===== src/counter_array_pkg.sv =====
/*
  Shared constants for the counter array core: bus offsets, field
  positions, reset values, timebase codes and prescaler counts.
  Assumes a 25 MHz system clock and a byte-addressed Avalon-MM bus.
*/
package counter_array_pkg;
  // Bus widths and channel count
  localparam int ADDR_W = 8;
  localparam int DATA_W = 32;
  localparam int NUM_CH = 3;
  // Register byte offsets
  localparam logic [7:0] OFF_COUNT_LOW = 8'h00;
  localparam logic [7:0] OFF_COUNT_HIGH = 8'h04;
  localparam logic [7:0] OFF_MODE = 8'h08;
  localparam logic [7:0] OFF_CTRL = 8'h0C;
  localparam logic [7:0] OFF_IRQ = 8'h10;
  localparam logic [7:0] OFF_CH_BASE = 8'h20;
  localparam logic [7:0] OFF_CH_END = 8'h50;
  // Offsets inside one channel block of 16 bytes
  localparam logic [3:0] CH_MODE = 4'h0;
  localparam logic [3:0] CH_CMP_LOW = 4'h4;
  localparam logic [3:0] CH_CMP_HIGH = 4'h8;
  // Mode register fields
  localparam int MODE_IDLE_STOP = 7;
  localparam int MODE_WDT_EN = 6;
  localparam int MODE_TB_HI = 3;
  localparam int MODE_TB_LO = 1;
  localparam int MODE_OVF_IE = 0;
  localparam logic [7:0] MODE_RESET = 8'h40;
  // Control register fields; channel flags sit in the low bits
  localparam int CTRL_OVF = 7;
  localparam int CTRL_RUN = 6;
  // Interrupt gate register fields
  localparam int IRQ_GLOBAL = 0;
  localparam int IRQ_ARRAY = 1;
  // Channel mode register fields
  localparam int CM_PWM16 = 7;
  localparam int CM_ECOM = 6;
  localparam int CM_RISE = 5;
  localparam int CM_FALL = 4;
  localparam int CM_MAT = 3;
  localparam int CM_TOG = 2;
  localparam int CM_PWM = 1;
  localparam int CM_IE = 0;
  localparam logic [7:0] CM_RESET = 8'h00;
  localparam logic [7:0] CAP_ZERO_MASK = 8'h0E;
  // Timebase select codes
  localparam logic [2:0] TB_DIV12 = 3'h0;
  localparam logic [2:0] TB_DIV4 = 3'h1;
  localparam logic [2:0] TB_T0 = 3'h2;
  localparam logic [2:0] TB_EXT = 3'h3;
  localparam logic [2:0] TB_SYS = 3'h4;
  localparam logic [2:0] TB_OSC8 = 3'h5;
  // Prescaler terminal counts
  localparam logic [3:0] DIV12_LAST = 4'hB;
  localparam logic [1:0] DIV4_LAST = 2'h3;
  localparam logic [2:0] OSC8_LAST = 3'h7;
  // Counter limits
  localparam logic [15:0] COUNT_MAX = 16'hFFFF;
  localparam logic [7:0] LOW_MAX = 8'hFF;
  // Bus answer state
  typedef enum logic [1:0] {
    BUS_IDLE = 2'b01,
    BUS_ACK = 2'b10
  } bus_state_t;
endpackage


===== src/timebase_gen.sv =====
/*
  Timebase tick generator for the counter array.
  Assumes external pins and the external oscillator are asynchronous
  and are sampled here; timer 0 overflow is a same-clock pulse.
*/
`timescale 1ns/1ps
module timebase_gen (
  input wire logic clk_in,
  input wire logic rst_in,
  input wire logic [2:0] select_in,
  input wire logic timer0_overflow_in,
  input wire logic external_count_input_in,
  input wire logic ext_osc_in,
  output logic tick_out
);
  logic [3:0] pre_q; // Shared divide-by-12 / divide-by-4 prescaler
  logic [1:0] eci_sync_q; // External input synchroniser
  logic eci_prev_q; // Last synchronised external input
  logic [1:0] osc_sync_q; // Oscillator synchroniser
  logic osc_prev_q; // Last synchronised oscillator level
  logic [2:0] osc_div_q; // Oscillator edge counter
  logic eci_fall; // Falling edge seen on external input
  logic osc_rise; // Rising edge seen on oscillator
  logic osc_tick; // Every eighth oscillator rising edge

  // Free-running prescaler, 0..11
  always_ff @(posedge clk_in) begin
    if (rst_in || pre_q == counter_array_pkg::DIV12_LAST) begin
      pre_q <= '0;
    end else begin
      pre_q <= pre_q + 4'h1;
    end
  end

  // Two flops before anything looks at the pins
  always_ff @(posedge clk_in) begin
    if (rst_in) begin
      eci_sync_q <= '0;
      eci_prev_q <= 1'b0;
      osc_sync_q <= '0;
      osc_prev_q <= 1'b0;
    end else begin
      eci_sync_q <= {eci_sync_q[0], external_count_input_in};
      eci_prev_q <= eci_sync_q[1];
      osc_sync_q <= {osc_sync_q[0], ext_osc_in};
      osc_prev_q <= osc_sync_q[1];
    end
  end

  assign eci_fall = eci_prev_q & ~eci_sync_q[1];
  assign osc_rise = osc_sync_q[1] & ~osc_prev_q;
  assign osc_tick = osc_rise && osc_div_q == counter_array_pkg::OSC8_LAST;

  // Divide the already synchronised oscillator by eight
  always_ff @(posedge clk_in) begin
    if (rst_in) begin
      osc_div_q <= '0;
    end else if (osc_rise) begin
      osc_div_q <= osc_div_q + 3'h1;
    end
  end

  // One-cycle tick from the selected source
  always_comb begin
    case (select_in)
      counter_array_pkg::TB_DIV12: tick_out = pre_q == counter_array_pkg::DIV12_LAST;
      counter_array_pkg::TB_DIV4: tick_out = pre_q[1:0] == counter_array_pkg::DIV4_LAST;
      counter_array_pkg::TB_T0: tick_out = timer0_overflow_in;
      counter_array_pkg::TB_EXT: tick_out = eci_fall;
      counter_array_pkg::TB_SYS: tick_out = 1'b1;
      counter_array_pkg::TB_OSC8: tick_out = osc_tick;
      default: tick_out = 1'b0; // Reserved codes never count
    endcase
  end
endmodule


===== src/counter_array_core.sv =====
/*
  Counter array core: 16-bit counter, timebase choice, byte reads that
  are coherent unless a carry into the high byte lands in a low-byte read's
  wait cycle, overflow and channel flags, interrupt gating and three
  capture/compare channels behind an Avalon-MM slave with waitrequest.
  Assumes pins are asynchronous to clk_in and that a port crossbar
  outside uses the channel output enables.
*/
// Chosen here: the Avalon-MM slave port and the address map.
`timescale 1ns/1ps
// Summary of operation
// - Counter read as low and high bytes
// - Low read snapshots high byte for next read
// - Reads never disturb counting
// - Three-bit select picks count source
// - External input counts falling edges, limited rate
// - Oscillator synchronised, then divided by eight
// - Wrap to zero sets overflow flag
// - Overflow requests interrupt only when enabled
// - Overflow flag cleared only by software
// - Idle control low keeps counting in idle
// - Four flags set regardless of interrupt enables
// - Request is OR of gated flags
// - Channel enable bit zero gates its flag
// - Three independently configured channels
// - Channel line reaches pin via crossbar
// - Channel 2 watchdog after reset, writes restricted
// - Capture edge select, bits three-one clear
// - Comparator off stops toggle, PWM low
// - Match flag enable lets match set flag
// - Low compare write clears, high sets enable
module counter_array_core (
  input wire logic clk_in,
  input wire logic rst_in,
  input wire logic [counter_array_pkg::ADDR_W-1:0] address_in,
  input wire logic read_in,
  input wire logic write_in,
  input wire logic [counter_array_pkg::DATA_W-1:0] writedata_in,
  output logic [counter_array_pkg::DATA_W-1:0] readdata_out,
  output logic waitrequest_out,
  input wire logic cpu_idle_in,
  input wire logic timer0_overflow_in,
  input wire logic external_count_input_in,
  input wire logic ext_osc_in,
  input wire logic [counter_array_pkg::NUM_CH-1:0] crossbar_enable_in,
  input wire logic [counter_array_pkg::NUM_CH-1:0] channel_io_line_in,
  output logic [counter_array_pkg::NUM_CH-1:0] channel_io_line_out,
  output logic [counter_array_pkg::NUM_CH-1:0] channel_io_line_oe_out,
  output logic irq_request_out,
  output logic irq_out,
  output logic watchdog_active_out
);
  localparam int NCH = counter_array_pkg::NUM_CH;
  counter_array_pkg::bus_state_t bus_q; // Bus answer state
  logic [15:0] count_q; // The counter itself
  logic [7:0] snap_q; // High byte caught by a low-byte read
  logic [7:0] mode_q; // Array mode register
  logic run_q; // Counter run control
  logic ovf_q; // Overflow flag
  logic [NCH-1:0] chf_q; // Channel event flags
  logic [1:0] irqen_q; // Global and array interrupt gates
  logic [7:0] cm_q [NCH]; // Channel mode registers
  logic [15:0] cmp_q [NCH]; // Channel compare/capture values
  logic [NCH-1:0] out_q; // Channel output levels
  logic [NCH-1:0] io_s1_q, io_s2_q, io_prev_q; // Pin sampling
  logic [NCH-1:0] cap_hit, match_hit, flag_set; // Channel events
  logic tick; // Selected timebase pulse
  logic advance; // Counter steps this cycle
  logic wrap; // Counter wraps to zero this cycle
  logic low_wrap; // Low byte wraps this cycle
  logic req, take, rd_take, wr_take; // Bus request phases
  logic [7:0] wbyte; // Write data byte lane
  logic [31:0] rd_val; // Read value for this address

  // Channel index of a channel-block address, NCH when outside
  function automatic logic [1:0] chan_of(input logic [7:0] a);
    logic [7:0] rel;
    rel = a - counter_array_pkg::OFF_CH_BASE;
    if (a < counter_array_pkg::OFF_CH_BASE || a >= counter_array_pkg::OFF_CH_END) begin
      chan_of = 2'(NCH);
    end else begin
      chan_of = rel[5:4];
    end
  endfunction

  // True when a channel register at sub-offset s is addressed
  function automatic logic ch_hit(input logic [7:0] a, input int n, input logic [3:0] s);
    ch_hit = chan_of(a) == 2'(n) && a[3:0] == s;
  endfunction

  assign req = read_in | write_in;
  // One wait state: the request is taken on the second edge
  assign waitrequest_out = req && bus_q != counter_array_pkg::BUS_ACK;
  assign take = req && bus_q == counter_array_pkg::BUS_ACK;
  assign rd_take = take & read_in;
  assign wr_take = take & write_in;
  assign wbyte = writedata_in[7:0];

  // Bus answer sequencing
  always_ff @(posedge clk_in) begin
    if (rst_in) begin
      bus_q <= counter_array_pkg::BUS_IDLE;
    end else begin
      case (bus_q)
        counter_array_pkg::BUS_IDLE: bus_q <= req ? counter_array_pkg::BUS_ACK : counter_array_pkg::BUS_IDLE;
        counter_array_pkg::BUS_ACK: bus_q <= counter_array_pkg::BUS_IDLE;
        default: bus_q <= counter_array_pkg::BUS_IDLE;
      endcase
    end
  end

  // Read mux; unmapped addresses read zero
  always_comb begin
    rd_val = '0;
    case (address_in)
      counter_array_pkg::OFF_COUNT_LOW: rd_val[7:0] = count_q[7:0];
      counter_array_pkg::OFF_COUNT_HIGH: rd_val[7:0] = snap_q;
      counter_array_pkg::OFF_MODE: rd_val[7:0] = mode_q;
      counter_array_pkg::OFF_CTRL: begin
        rd_val[counter_array_pkg::CTRL_OVF] = ovf_q;
        rd_val[counter_array_pkg::CTRL_RUN] = run_q;
        rd_val[NCH-1:0] = chf_q;
      end
      counter_array_pkg::OFF_IRQ: rd_val[1:0] = irqen_q;
      default: begin
        for (int n = 0; n < NCH; n++) begin
          if (ch_hit(address_in, n, counter_array_pkg::CH_MODE)) begin
            rd_val[7:0] = cm_q[n];
          end
          if (ch_hit(address_in, n, counter_array_pkg::CH_CMP_LOW)) begin
            rd_val[7:0] = cmp_q[n][7:0];
          end
          if (ch_hit(address_in, n, counter_array_pkg::CH_CMP_HIGH)) begin
            rd_val[7:0] = cmp_q[n][15:8];
          end
        end
      end
    endcase
  end

  // Read data is registered in the wait cycle and stands when taken
  always_ff @(posedge clk_in) begin
    if (rst_in) begin
      readdata_out <= '0;
    end else if (read_in && bus_q == counter_array_pkg::BUS_IDLE) begin
      readdata_out <= rd_val;
    end
  end

  // High byte snapshot on a taken low-byte read
  always_ff @(posedge clk_in) begin
    if (rst_in) begin
      snap_q <= '0;
    end else if (rd_take && address_in == counter_array_pkg::OFF_COUNT_LOW) begin
      snap_q <= count_q[15:8];
    end
  end

  timebase_gen u_timebase (
    .clk_in(clk_in),
    .rst_in(rst_in),
    .select_in(mode_q[counter_array_pkg::MODE_TB_HI:counter_array_pkg::MODE_TB_LO]),
    .timer0_overflow_in(timer0_overflow_in),
    .external_count_input_in(external_count_input_in),
    .ext_osc_in(ext_osc_in),
    .tick_out(tick)
  );

  // Idle only stops counting when the idle control bit is set
  assign advance = tick & run_q & ~(cpu_idle_in & mode_q[counter_array_pkg::MODE_IDLE_STOP]);
  assign wrap = advance && count_q == counter_array_pkg::COUNT_MAX;
  assign low_wrap = advance && count_q[7:0] == counter_array_pkg::LOW_MAX;

  // Counter: bus reads have no path into it
  always_ff @(posedge clk_in) begin
    if (rst_in) begin
      count_q <= '0;
    end else if (wr_take && address_in == counter_array_pkg::OFF_COUNT_LOW) begin
      count_q[7:0] <= wbyte;
    end else if (wr_take && address_in == counter_array_pkg::OFF_COUNT_HIGH) begin
      count_q[15:8] <= wbyte;
    end else if (advance) begin
      count_q <= count_q + 16'h0001;
    end
  end

  // Mode register; watchdog active locks all but its enable bit
  always_ff @(posedge clk_in) begin
    if (rst_in) begin
      mode_q <= counter_array_pkg::MODE_RESET;
    end else if (wr_take && address_in == counter_array_pkg::OFF_MODE) begin
      if (mode_q[counter_array_pkg::MODE_WDT_EN]) begin
        mode_q[counter_array_pkg::MODE_WDT_EN] <= wbyte[counter_array_pkg::MODE_WDT_EN];
      end else begin
        mode_q <= wbyte;
      end
    end
  end

  assign watchdog_active_out = mode_q[counter_array_pkg::MODE_WDT_EN];

  // Control: run bit and software-cleared flags, set wins
  always_ff @(posedge clk_in) begin
    if (rst_in) begin
      run_q <= 1'b0;
      ovf_q <= 1'b0;
      chf_q <= '0;
    end else begin
      if (wr_take && address_in == counter_array_pkg::OFF_CTRL) begin
        run_q <= wbyte[counter_array_pkg::CTRL_RUN];
        ovf_q <= wrap | wbyte[counter_array_pkg::CTRL_OVF];
        chf_q <= flag_set | wbyte[NCH-1:0];
      end else begin
        ovf_q <= ovf_q | wrap;
        chf_q <= chf_q | flag_set;
      end
    end
  end

  // Interrupt gate register
  always_ff @(posedge clk_in) begin
    if (rst_in) begin
      irqen_q <= '0;
    end else if (wr_take && address_in == counter_array_pkg::OFF_IRQ) begin
      irqen_q <= wbyte[1:0];
    end
  end

  // Combined request, then the processor-side gates
  always_comb begin
    irq_request_out = ovf_q & mode_q[counter_array_pkg::MODE_OVF_IE];
    for (int n = 0; n < NCH; n++) begin
      irq_request_out = irq_request_out | (chf_q[n] & cm_q[n][counter_array_pkg::CM_IE]);
    end
    irq_out = irq_request_out & irqen_q[counter_array_pkg::IRQ_GLOBAL] & irqen_q[counter_array_pkg::IRQ_ARRAY];
  end

  // Channel pin synchronisers and last level
  always_ff @(posedge clk_in) begin
    if (rst_in) begin
      io_s1_q <= '0;
      io_s2_q <= '0;
      io_prev_q <= '0;
    end else begin
      io_s1_q <= channel_io_line_in;
      io_s2_q <= io_s1_q;
      io_prev_q <= io_s2_q;
    end
  end

  // Capture and match events per channel
  always_comb begin
    for (int n = 0; n < NCH; n++) begin
      cap_hit[n] = (cm_q[n] & counter_array_pkg::CAP_ZERO_MASK) == 8'h00
        && !cm_q[n][counter_array_pkg::CM_ECOM]
        && ((cm_q[n][counter_array_pkg::CM_RISE] && io_s2_q[n] && !io_prev_q[n])
        || (cm_q[n][counter_array_pkg::CM_FALL] && !io_s2_q[n] && io_prev_q[n]));
      if (cm_q[n][counter_array_pkg::CM_PWM] && !cm_q[n][counter_array_pkg::CM_PWM16]) begin
        match_hit[n] = advance && cm_q[n][counter_array_pkg::CM_ECOM] && count_q[7:0] == cmp_q[n][7:0];
      end else begin
        match_hit[n] = advance && cm_q[n][counter_array_pkg::CM_ECOM] && count_q == cmp_q[n];
      end
      flag_set[n] = cap_hit[n] | (match_hit[n] & cm_q[n][counter_array_pkg::CM_MAT]);
    end
  end

  // Channel mode and compare registers, one block per channel
  always_ff @(posedge clk_in) begin
    for (int n = 0; n < NCH; n++) begin
      if (rst_in) begin
        cm_q[n] <= counter_array_pkg::CM_RESET;
        cmp_q[n] <= '0;
      end else begin
        // Watchdog channel is write-locked while the watchdog runs
        if (wr_take && !(n == NCH - 1 && watchdog_active_out)) begin
          if (ch_hit(address_in, n, counter_array_pkg::CH_MODE)) begin
            cm_q[n] <= wbyte;
          end
          if (ch_hit(address_in, n, counter_array_pkg::CH_CMP_LOW)) begin
            cm_q[n][counter_array_pkg::CM_ECOM] <= 1'b0;
          end
          if (ch_hit(address_in, n, counter_array_pkg::CH_CMP_HIGH)) begin
            cm_q[n][counter_array_pkg::CM_ECOM] <= 1'b1;
          end
        end
        if (cap_hit[n]) begin
          cmp_q[n] <= count_q;
        end else if (wr_take && !(n == NCH - 1 && watchdog_active_out)
          && ch_hit(address_in, n, counter_array_pkg::CH_CMP_LOW)) begin
          cmp_q[n][7:0] <= wbyte;
        end else if (wr_take && !(n == NCH - 1 && watchdog_active_out)
          && ch_hit(address_in, n, counter_array_pkg::CH_CMP_HIGH)) begin
          cmp_q[n][15:8] <= wbyte;
        end else if (low_wrap && cm_q[n][counter_array_pkg::CM_PWM]
          && !cm_q[n][counter_array_pkg::CM_PWM16]) begin
          cmp_q[n][7:0] <= cmp_q[n][15:8]; // 8-bit PWM reload
        end
      end
    end
  end

  // Channel output levels; comparator off forces PWM low
  always_ff @(posedge clk_in) begin
    for (int n = 0; n < NCH; n++) begin
      if (rst_in) begin
        out_q[n] <= 1'b0;
      end else if (cm_q[n][counter_array_pkg::CM_PWM] && !cm_q[n][counter_array_pkg::CM_TOG]) begin
        if (!cm_q[n][counter_array_pkg::CM_ECOM]) begin
          out_q[n] <= 1'b0;
        end else if (match_hit[n]) begin
          out_q[n] <= 1'b1;
        end else if (cm_q[n][counter_array_pkg::CM_PWM16] ? wrap : low_wrap) begin
          out_q[n] <= 1'b0;
        end
      end else if (cm_q[n][counter_array_pkg::CM_TOG] && match_hit[n]) begin
        out_q[n] <= ~out_q[n]; // match needs the comparator on
      end
    end
  end

  // Each channel drives its own line only through the crossbar
  always_comb begin
    for (int n = 0; n < NCH; n++) begin
      channel_io_line_out[n] = out_q[n];
      channel_io_line_oe_out[n] = crossbar_enable_in[n]
        && (cm_q[n][counter_array_pkg::CM_TOG] || cm_q[n][counter_array_pkg::CM_PWM]);
    end
  end
endmodule


===== config.mk =====
export PLATFORM = sky130hd
export DESIGN_NAME = counter_array_core
export DESIGN_NICKNAME = d
export VERILOG_FILES = /design/src/counter_array_pkg.sv /design/src/timebase_gen.sv /design/src/counter_array_core.sv
export SDC_FILE = /design/constraint.sdc
export NUM_CORES = 1
export LEC_CHECK = 0
export BUFFER_PORTS_ARGS = -buffer_cell sky130_fd_sc_hd__buf_2
export CORE_UTILIZATION = 50
export DETAILED_ROUTE_END_ITERATION = 8
export PLACE_DENSITY = 0.7
export SYNTH_ARGS = -nofsm -noshare
export SYNTH_HDL_FRONTEND = slang
export SYNTH_SLANG_ARGS = --single-unit

===== constraint.sdc =====
create_clock -name clk_in -period 8.43 [get_ports clk_in]
set_clock_uncertainty 0.1 [all_clocks]
set_input_delay 0.843 -clock clk_in [delete_from_list [all_inputs] [get_ports clk_in]]
set_output_delay 0.843 -clock clk_in [all_outputs]
set_load 0.005 [all_outputs]

==> metrics.md, run 1 <==
| Metric | Value |
|---|---|
| Status | complete, no violations |
| Crit Path Max Fanout | 60 |
| Top_reg_cell synth | dfxtp_1 |
| CTS Buf Count | 17 |
| Post-Synthesis Cells | 954 |
| CTS tree | done |
| Avg Vias per Cell | 6.53 |
| Required time of the critical path | 8.45 ns |
| Flops & latches, synth | 146 |
| Width of the chip | 135 um |
| First-pass iteration count of the detailed router | 6 |
| Worst hold path depth | 1 |
| Tot GR Track Use | 0.319 |
| Cell taking the most area after synthesis | edfxtp_1 |
| Max-cap violations | 0 |
| Yosys warnings | 0 |
| Nets | 1015 |
| Final Hold Fails | 0 |
| Iteration-0 DRC Markers | 1177 |
| HP Class | reg -> reg |
| First-pass GRT wire length | 42.1 mm |
| R2r endpoint | cmp_q[2][6] |
| Initial antenna violation count | 0 |
| Post-cts resize count | 0 |
| Worst hold slack | 0.336 ns |
| Core footprint | 17200 um^2 |
| Dpl hpwl | 18.9 mm |
| H-Tree Depth | 4 |
| Final ANT Viol Nets | 0 |
| Ranking of synthesized cells by area | edfxtp_1, dfxtp_1, a22o_1, o21ai_0, nor2_1 |
| Worst-path clk slew | 0.06 ns |
| Setup_tns | 0 ns |
| Rows | 48 |
| Setup violators final | 0 |
| WL final | 28.2 mm |
| Worst hold start | io_s1_q[1] |
| DR vias | 7803 |
| CTS sink count | 146 |
| CTS Hold Buffers Added | 0 |
| Grt ovf | 0 |
| Proportion of layout cells with a drive suffix above 1 | 0.129 |
| Synth cell types | 79 |
| Worst rel slew slack | 0.270 |
| Worst setup SP type | primary input |
| Maximum VDD drop | 0.144 mV |
| Clock Latency Late Sink | 0.44 ns |
| Worst-Margin Slew | 1.08 ns |
| Post-synth EDFFs | 72 |
| Fin crit share | 0.490 |
| Reg2Reg Depth | 5 |
| Unrepaired setup endpoints after global routing | false |
| Synthesis-to-layout area growth | 8.59% |
| Setup Buffers After CTS | 0 |
| Fill count | 1537 |
| # DRC | 0 |
| Fmax | 242 MHz |
| CTS max path bufs | 2 |
| Final RePlAce weighted congestion | 0.978 |
| Wire per inst | 23.6 um |
| Hold path endpoint | io_s2_q[1] |
| Layout Cells excl Fill | 1195 |
| CP Data Arrival Time | 4.15 ns |
| Die Ht | 135 um |
| Initial core utilization | 0.510 |
| Largest net degree at the start of global routing | 61 |
| Placed instance count | 1163 |
| I/O pin cnt | 96 |
| Tmin final | 4.13 ns |
| Post-synth top area share | 0.246 |
| CTS Root Cell | clkbuf_16 |
| Die ar. | 18100 um^2 |
| Async set-or-reset flop fraction in the synthesized netlist | 0 |
| Mean Syn Cell Area | 9.22 um^2 |
| Post-synthesis sequential area ratio | 0.414 |
| Worst r2r src | count_q[1] |
| Max-slew violation count | 0 |
| # diodes | 0 |
| Vias in the first global route | 7022 |
| # port buffers | 47 |
| Power per Cell Area | 169 nW/um^2 |
| Mapped cell area | 8800 um^2 |
| Critical path type | in -> reg |
| R2r setup slk | 5.18 ns |
| Pleak | 3.68 nW |
| Crit end category | flip-flop |
[cell families after synthesis]
kind of cell             after synthesis  share of synthesized area
AND/OR/NAND/NOR                      349                      0.214
AO/OA/AOI/OAI                        243                      0.192
flip-flops                           146                      0.414
buffers and inverters                112                     0.0613
XOR/XNOR                              57                     0.0568
multiplexers                          42                     0.0559
adder cells (fa/ha/maj)                4                    0.00569
other                                  1                   0.000426
[layout make-up]
| type | count | area [um^2] | share of cell area |
|---|---|---|---|
| Multi-Input combinational cell | 719 | 4700 | 0.492 |
| Sequential cell | 146 | 3640 | 0.381 |
| Clock buffer | 17 | 425 | 0.0445 |
| Timing Repair Buffer | 60 | 333 | 0.0348 |
| Tap cell | 225 | 282 | 0.0295 |
| Clock inverter | 15 | 120 | 0.0126 |
| Inverter | 13 | 48.8 | 0.00511 |
[power breakdown]
group / switching [W] / leakage, nW / internal [W]
clock: 0.000323 / 0.272 / 0.000383
sequential: 0.0000185 / 1.34 / 0.000764
combinational: 0.0000864 / 2.07 / 0.0000391
total: 0.000428 / 3.68 / 0.00119
[sequential cells by signal, indices dropped and copies added (netlist names), 2 cells and up]
signal,cells
cmp_q,48
cm_q,24
count_q,16
mode_q,8
readdata_out,8
snap_q,8
u_timebase.pre_q,4
channel_io_line_out,3
chf_q,3
io_prev_q,3
io_s1_q,3
io_s2_q,3
u_timebase.osc_div_q,3
bus_q,2
irqen_q,2
u_timebase.eci_sync_q,2
u_timebase.osc_sync_q,2
[cells in the mapped netlist, types with 4 or more instances]
cell,count
clkbuf_1,61
o21a_1,5
buf_2,5
xnor2_1,29
nand2b_1,4
nor3_1,13
nand3b_1,6
o22ai_1,5
nor3_2,4
buf_1,5
nand3_1,20
and2_1,30
nor2_1,91
and4_1,4
nor2b_1,27
o211ai_1,12
a21oi_1,23
dfxtp_1,74
mux4_2,4
ha_1,4
or4_1,4
and3b_1,6
a21o_1,20
nand4_1,12
o2111ai_1,5
mux2i_1,33
inv_1,13
a22oi_1,6
xor2_1,28
a32o_1,5
a22o_1,41
edfxtp_1,72
or3_1,4
a31oi_1,14
nand2_1,78
buf_4,26
a211oi_1,12
and3_1,8
or2_2,5
nor4_1,13
o21ai_0,71
[critical path: stages]
cell	delay, ns
buf_2	0.08
buf_4	0.52
nor2b_1	0.57
nand3_1	0.40
o311ai_2	0.86
nor4_4	0.18
or4_1	0.67
[through the flow]
step           area [um^2]  power, W  utilization  worst slack, ns
3_5_place_dp          9010  0.000918        0.523             4.04
2_1_floorplan         8880  0.000876            -             5.20
5_1_grt               9550   0.00166        0.554             4.16
6_report              9550   0.00162        0.554             4.30
4_1_cts               9550   0.00162        0.554             4.48
3_3_place_gp          9010  0.000917        0.523             4.09
[how the worst max path moves through the flow]
stage	endpoint	start	slack, ns
final	cmp_q[2][6]	address_in[3]	4.30
after global routing	cmp_q[2][6]	address_in[3]	4.16
after CTS	cmp_q[2][6]	address_in[3]	4.48
after detailed placement	cmp_q[2][1]	address_in[3]	4.04
after global placement	cmp_q[2][1]	address_in[3]	4.09
after floorplan	cmp_q[2][0]	address_in[2]	5.20
[layer usage]
metal / global-route usage / routed length (um) / up-vias / part of all wire
li1: - / - / 3452 / -
met1: 0.429 / 10800 / 3662 / 0.38
met2: 0.459 / 12000 / 587 / 0.42
met3: 0.101 / 3930 / 102 / 0.14
met4: 0.163 / 1510 / 0 / 0.053
met5: 0 / 0 / - / 0
[cells in the final DEF (no fill, tap or decap), types with 8 or more instances in the layout]
cell        n
buf_2      47
a22o_1     41
buf_4      13
and2_1     30
o21ai_0    71
nor3_1     13
and3_1      8
xnor2_1    29
nor2_1     91
nor2b_1    27
xor2_1     28
edfxtp_1   72
a21o_1     20
nand4_1    12
a21oi_1    23
o211ai_1   12
a31oi_1    14
nand2_1    78
clkbuf_16  17
dfxtp_1    74
nand3_1    20
mux2i_1    33
a211oi_1   12
conb_1     24
inv_1      13
nor4_1     13
Power figures use the tool's default switching activity.
==> run 2: changes to the inputs <==
ABC_AREA = 1   (was not set)
clock period = 3.9 ns   (was 8.43 ns; I/O delays follow)
==> metrics.md, run 2 <==
| Metric | Value |
|---|---|
| Vias in the first global route | 7591 (was 7022) |
| Top_reg_cell synth | dfxtp_1 (unchanged) |
| Worst-Margin Slew | 0.858 ns (was 1.08 ns) |
| First-pass GRT wire length | 44.5 mm (was 42.1 mm) |
| Sw frac | 0.261 (was 0.265) |
| Post-synth EDFFs | 72 (unchanged) |
| Flops & latches, synth | 146 (unchanged) |
| Internal power | 0.00264 W (was 0.00119 W) |
| Sequential Area | 3640 um^2 (unchanged) |
| Tot GR Track Use | 0.336 (was 0.319) |
| Yosys warnings | 0 (unchanged) |
| Switching pwr | 0.000930 W (was 0.000428 W) |
| Unrepaired setup endpoints after global routing | false (unchanged) |
| Worst setup SP type | flip-flop (was primary input) |
| Total Power | 0.00357 W (was 0.00162 W) |
| Power per Cell Area | 366 nW/um^2 (was 169 nW/um^2) |
| CP Data Arrival Time | 2.92 ns (was 4.15 ns) |
| CTS max path bufs | 2 (unchanged) |
| CTS sink count | 146 (unchanged) |
| Final ANT Viol Nets | 0 (unchanged) |
| CTS Buf Count | 17 (unchanged) |
| Avg Vias per Cell | 5.81 (was 6.53) |
| Crit end category | flip-flop (unchanged) |
| Core footprint | 17400 um^2 (was 17200 um^2) |
| I/O pin cnt | 96 (unchanged) |
| Iteration-0 DRC Markers | 1116 (was 1177) |
| Async set-or-reset flop fraction in the synthesized netlist | 0 (unchanged) |
| Wire per inst | 20.0 um (was 23.6 um) |
| R2r endpoint | cmp_q[2][6] (unchanged) |
| Hold path endpoint | io_s1_q[2] (was io_s2_q[1]) |
| Synth cell types | 49 (was 79) |
| Combinational group share of total power | 0.069 (was 0.078) |
| Fmax | 343 MHz |
| H-Tree Depth | 4 (unchanged) |
| Post-cts resize count | 0 (unchanged) |
| # diodes | 0 (unchanged) |
| Worst hold start | channel_io_line_in[2] (was io_s1_q[1]) |
| Largest Register | cmp_q (unchanged) |
| Proportion of layout cells with a drive suffix above 1 | 0.116 (was 0.129) |
| WL met2 | 13.0 mm (was 12.0 mm) |
| Pleak | 4.13 nW (was 3.68 nW) |
| Dpl hpwl | 22.0 mm (was 18.9 mm) |
| Status | complete, no violations (unchanged) |
| Post-Synthesis Cells | 1223 (was 954) |
| Mean Syn Cell Area | 7.28 um^2 (was 9.22 um^2) |
| Multi-input logic area | 4380 um^2 (was 4700 um^2) |
| Fill count | 1676 (was 1537) |
| Required time of the critical path | 3.90 ns (was 8.45 ns) |
| R2r setup slk | 0.98 ns (was 5.18 ns) |
| Synthesis-to-layout area growth | 9.54% (was 8.59%) |
| Layout Cells excl Fill | 1493 (was 1195) |
| Width of the chip | 135 um (about the same) |
| Setup_tns | 0 ns (unchanged) |
| Max-cap violations | 0 (unchanged) |
| # port buffers | 47 (unchanged) |
| Post-synthesis sequential area ratio | 0.409 (was 0.414) |
| Most instantiated library cell after synthesis | nand2_1 (was nor2_1) |
| WL final | 29.8 mm (was 28.2 mm) |
| Worst rel slew slack | 0.428 (was 0.270) |
| Wire length on met3 | 3.29 mm (was 3.93 mm) |
| Largest register FFs | 48 (unchanged) |
| Clock share of power | 0.455 (was 0.438) |
| Highest Signal Layer | met4 (unchanged) |
| Metal-1 WL | 12.2 mm (was 10.8 mm) |
| Sequential power share | 0.476 (was 0.485) |
| HP Class | in -> reg (was reg -> reg) |
| Grt ovf | 0 (unchanged) |
| Critical path type | reg -> reg (was in -> reg) |
| Clock Latency Late Sink | 0.44 ns (about the same) |
| Die ar. | 18300 um^2 (was 18100 um^2) |
| Max-slew violation count | 0 (unchanged) |
| Initial core utilization | 0.513 (was 0.510) |
| Mapped cell area | 8900 um^2 (was 8800 um^2) |
| DR vias | 8678 (was 7803) |
| Most common cell after layout, fill and taps aside | nand2_1 (was nor2_1) |
| Top cells by count, synth | nand2_1, nor2_1, inv_1 (was nor2_1, nand2_1, dfxtp_1) |
| First-pass iteration count of the detailed router | 6 (unchanged) |
| Tmin final | 2.92 ns |
| Worst hold path depth | 3 (was 1) |
| Setup Buffers After CTS | 0 (unchanged) |
| Placed instance count | 1461 (was 1163) |
| Final Hold Fails | 0 (unchanged) |
| Reg2Reg Depth | 9 (was 5) |
| Worst hold slack | 0.0531 ns (was 0.336 ns) |
| Initial antenna violation count | 0 (unchanged) |
| Die Ht | 135 um (about the same) |
| CTS Root Cell | clkbuf_16 (unchanged) |
| Largest net degree at the start of global routing | 34 (was 61) |
| CTS Hold Buffers Added | 0 (unchanged) |
| Setup violators final | 0 (unchanged) |
| Nets | 1313 (was 1015) |
| Maximum VDD drop | 0.308 mV (was 0.144 mV) |
| # DRC | 0 (unchanged) |
| Ranking of synthesized cells by area | edfxtp_1, dfxtp_1, nand2_1, nor2_1, inv_1 (was edfxtp_1, dfxtp_1, a22o_1, o21ai_0, nor2_1) |
| Worst-path clk slew | 0.07 ns (was 0.06 ns) |
| Final RePlAce weighted congestion | 0.962 (was 0.978) |
| Worst r2r src | count_q[0] (was count_q[1]) |
| Commonest cells after routing, fill and taps aside | nand2_1, nor2_1, inv_1 (was nor2_1, nand2_1, dfxtp_1) |
| Rows | 48 (unchanged) |
| Fin crit share | 0.748 |
| Crit Path Max Fanout | 12 (was 60) |
| Post-synth top area share | 0.243 (was 0.246) |
| CTS tree | done (unchanged) |
| Cell taking the most area after synthesis | edfxtp_1 (unchanged) |
| Biggest regs | cmp_q (48), cm_q (24), count_q (16) (unchanged) |
-- run 2: logic make-up (layout without fill, tap and decap cells) --
kind of cell,count (synthesis),in the layout,share of synthesized area
XOR/XNOR,33,33,0.0325
AO/OA/AOI/OAI,221,221,0.141
adder cells (fa/ha/maj),4,4,0.00562
AND/OR/NAND/NOR,601,601,0.303
buffers and inverters,217,239,0.108
other,1,24,0.000421
flip-flops,146,146,0.409
-- run 2: power by group through the flow --
stage / registers (W) / clock network, W / logic (W)
finish: 0.00170 / 0.00163 / 0.000247
global route: 0.00170 / 0.00170 / 0.000271
CTS: 0.00170 / 0.00162 / 0.000243
detailed placement: 0.00173 / 0 / 0.000242
global placement: 0.00173 / 0 / 0.000238
floorplan: 0.00172 / 0 / 0.000168
-- run 2: critical path: stages, from the launching register on --
cell and delay (ns):
dfxtp_1 0.57, ha_1 0.26, nand3_1 0.11, inv_1 0.17
nand3_1 0.19, nor2_1 0.36, nand2_2 0.19, nor2_2 0.14
nand2_2 0.15, nand3_1 0.33
-- run 2: metal layers --
metal  up-vias  GRT usage
met5         -          0
met4         0      0.167
met3        97     0.0718
met2       522      0.494
met1      4000      0.464
li1       4059          -
-- run 2: metrics by stage --
step / instance area (um^2) / setup WS (ns) / utilization
4_1_cts: 9750 / 1.09 / 0.562
3_5_place_dp: 9170 / 1.09 / 0.528
6_report: 9750 / 0.983 / 0.562
3_3_place_gp: 9170 / 1.14 / 0.528
5_1_grt: 9750 / 0.856 / 0.562
2_1_floorplan: 8990 / 1.69 / -
-- run 2: how the worst max path moves through the flow --
| stage | from | end | slack, ns |
|---|---|---|---|
| after floorplan | count_q[0] | cmp_q[2][0] | 1.69 |
| after global placement | address_in[7] | cmp_q[1][11] | 1.14 |
| after detailed placement | address_in[7] | cmp_q[1][11] | 1.09 |
| after CTS | count_q[0] | cmp_q[2][6] | 1.09 |
| after global routing | count_q[0] | cmp_q[2][0] | 0.86 |
| final | count_q[0] | cmp_q[2][6] | 0.98 |
-- run 2: cell type report --
cell class / instances / area share
clock buffers: 19 / 0.0488
flip-flops and latches: 146 / 0.374
repair buffers: 53 / 0.0287
clock inverters: 13 / 0.0113
well taps: 225 / 0.0289
multi-input cells: 883 / 0.449
inverters: 154 / 0.0593
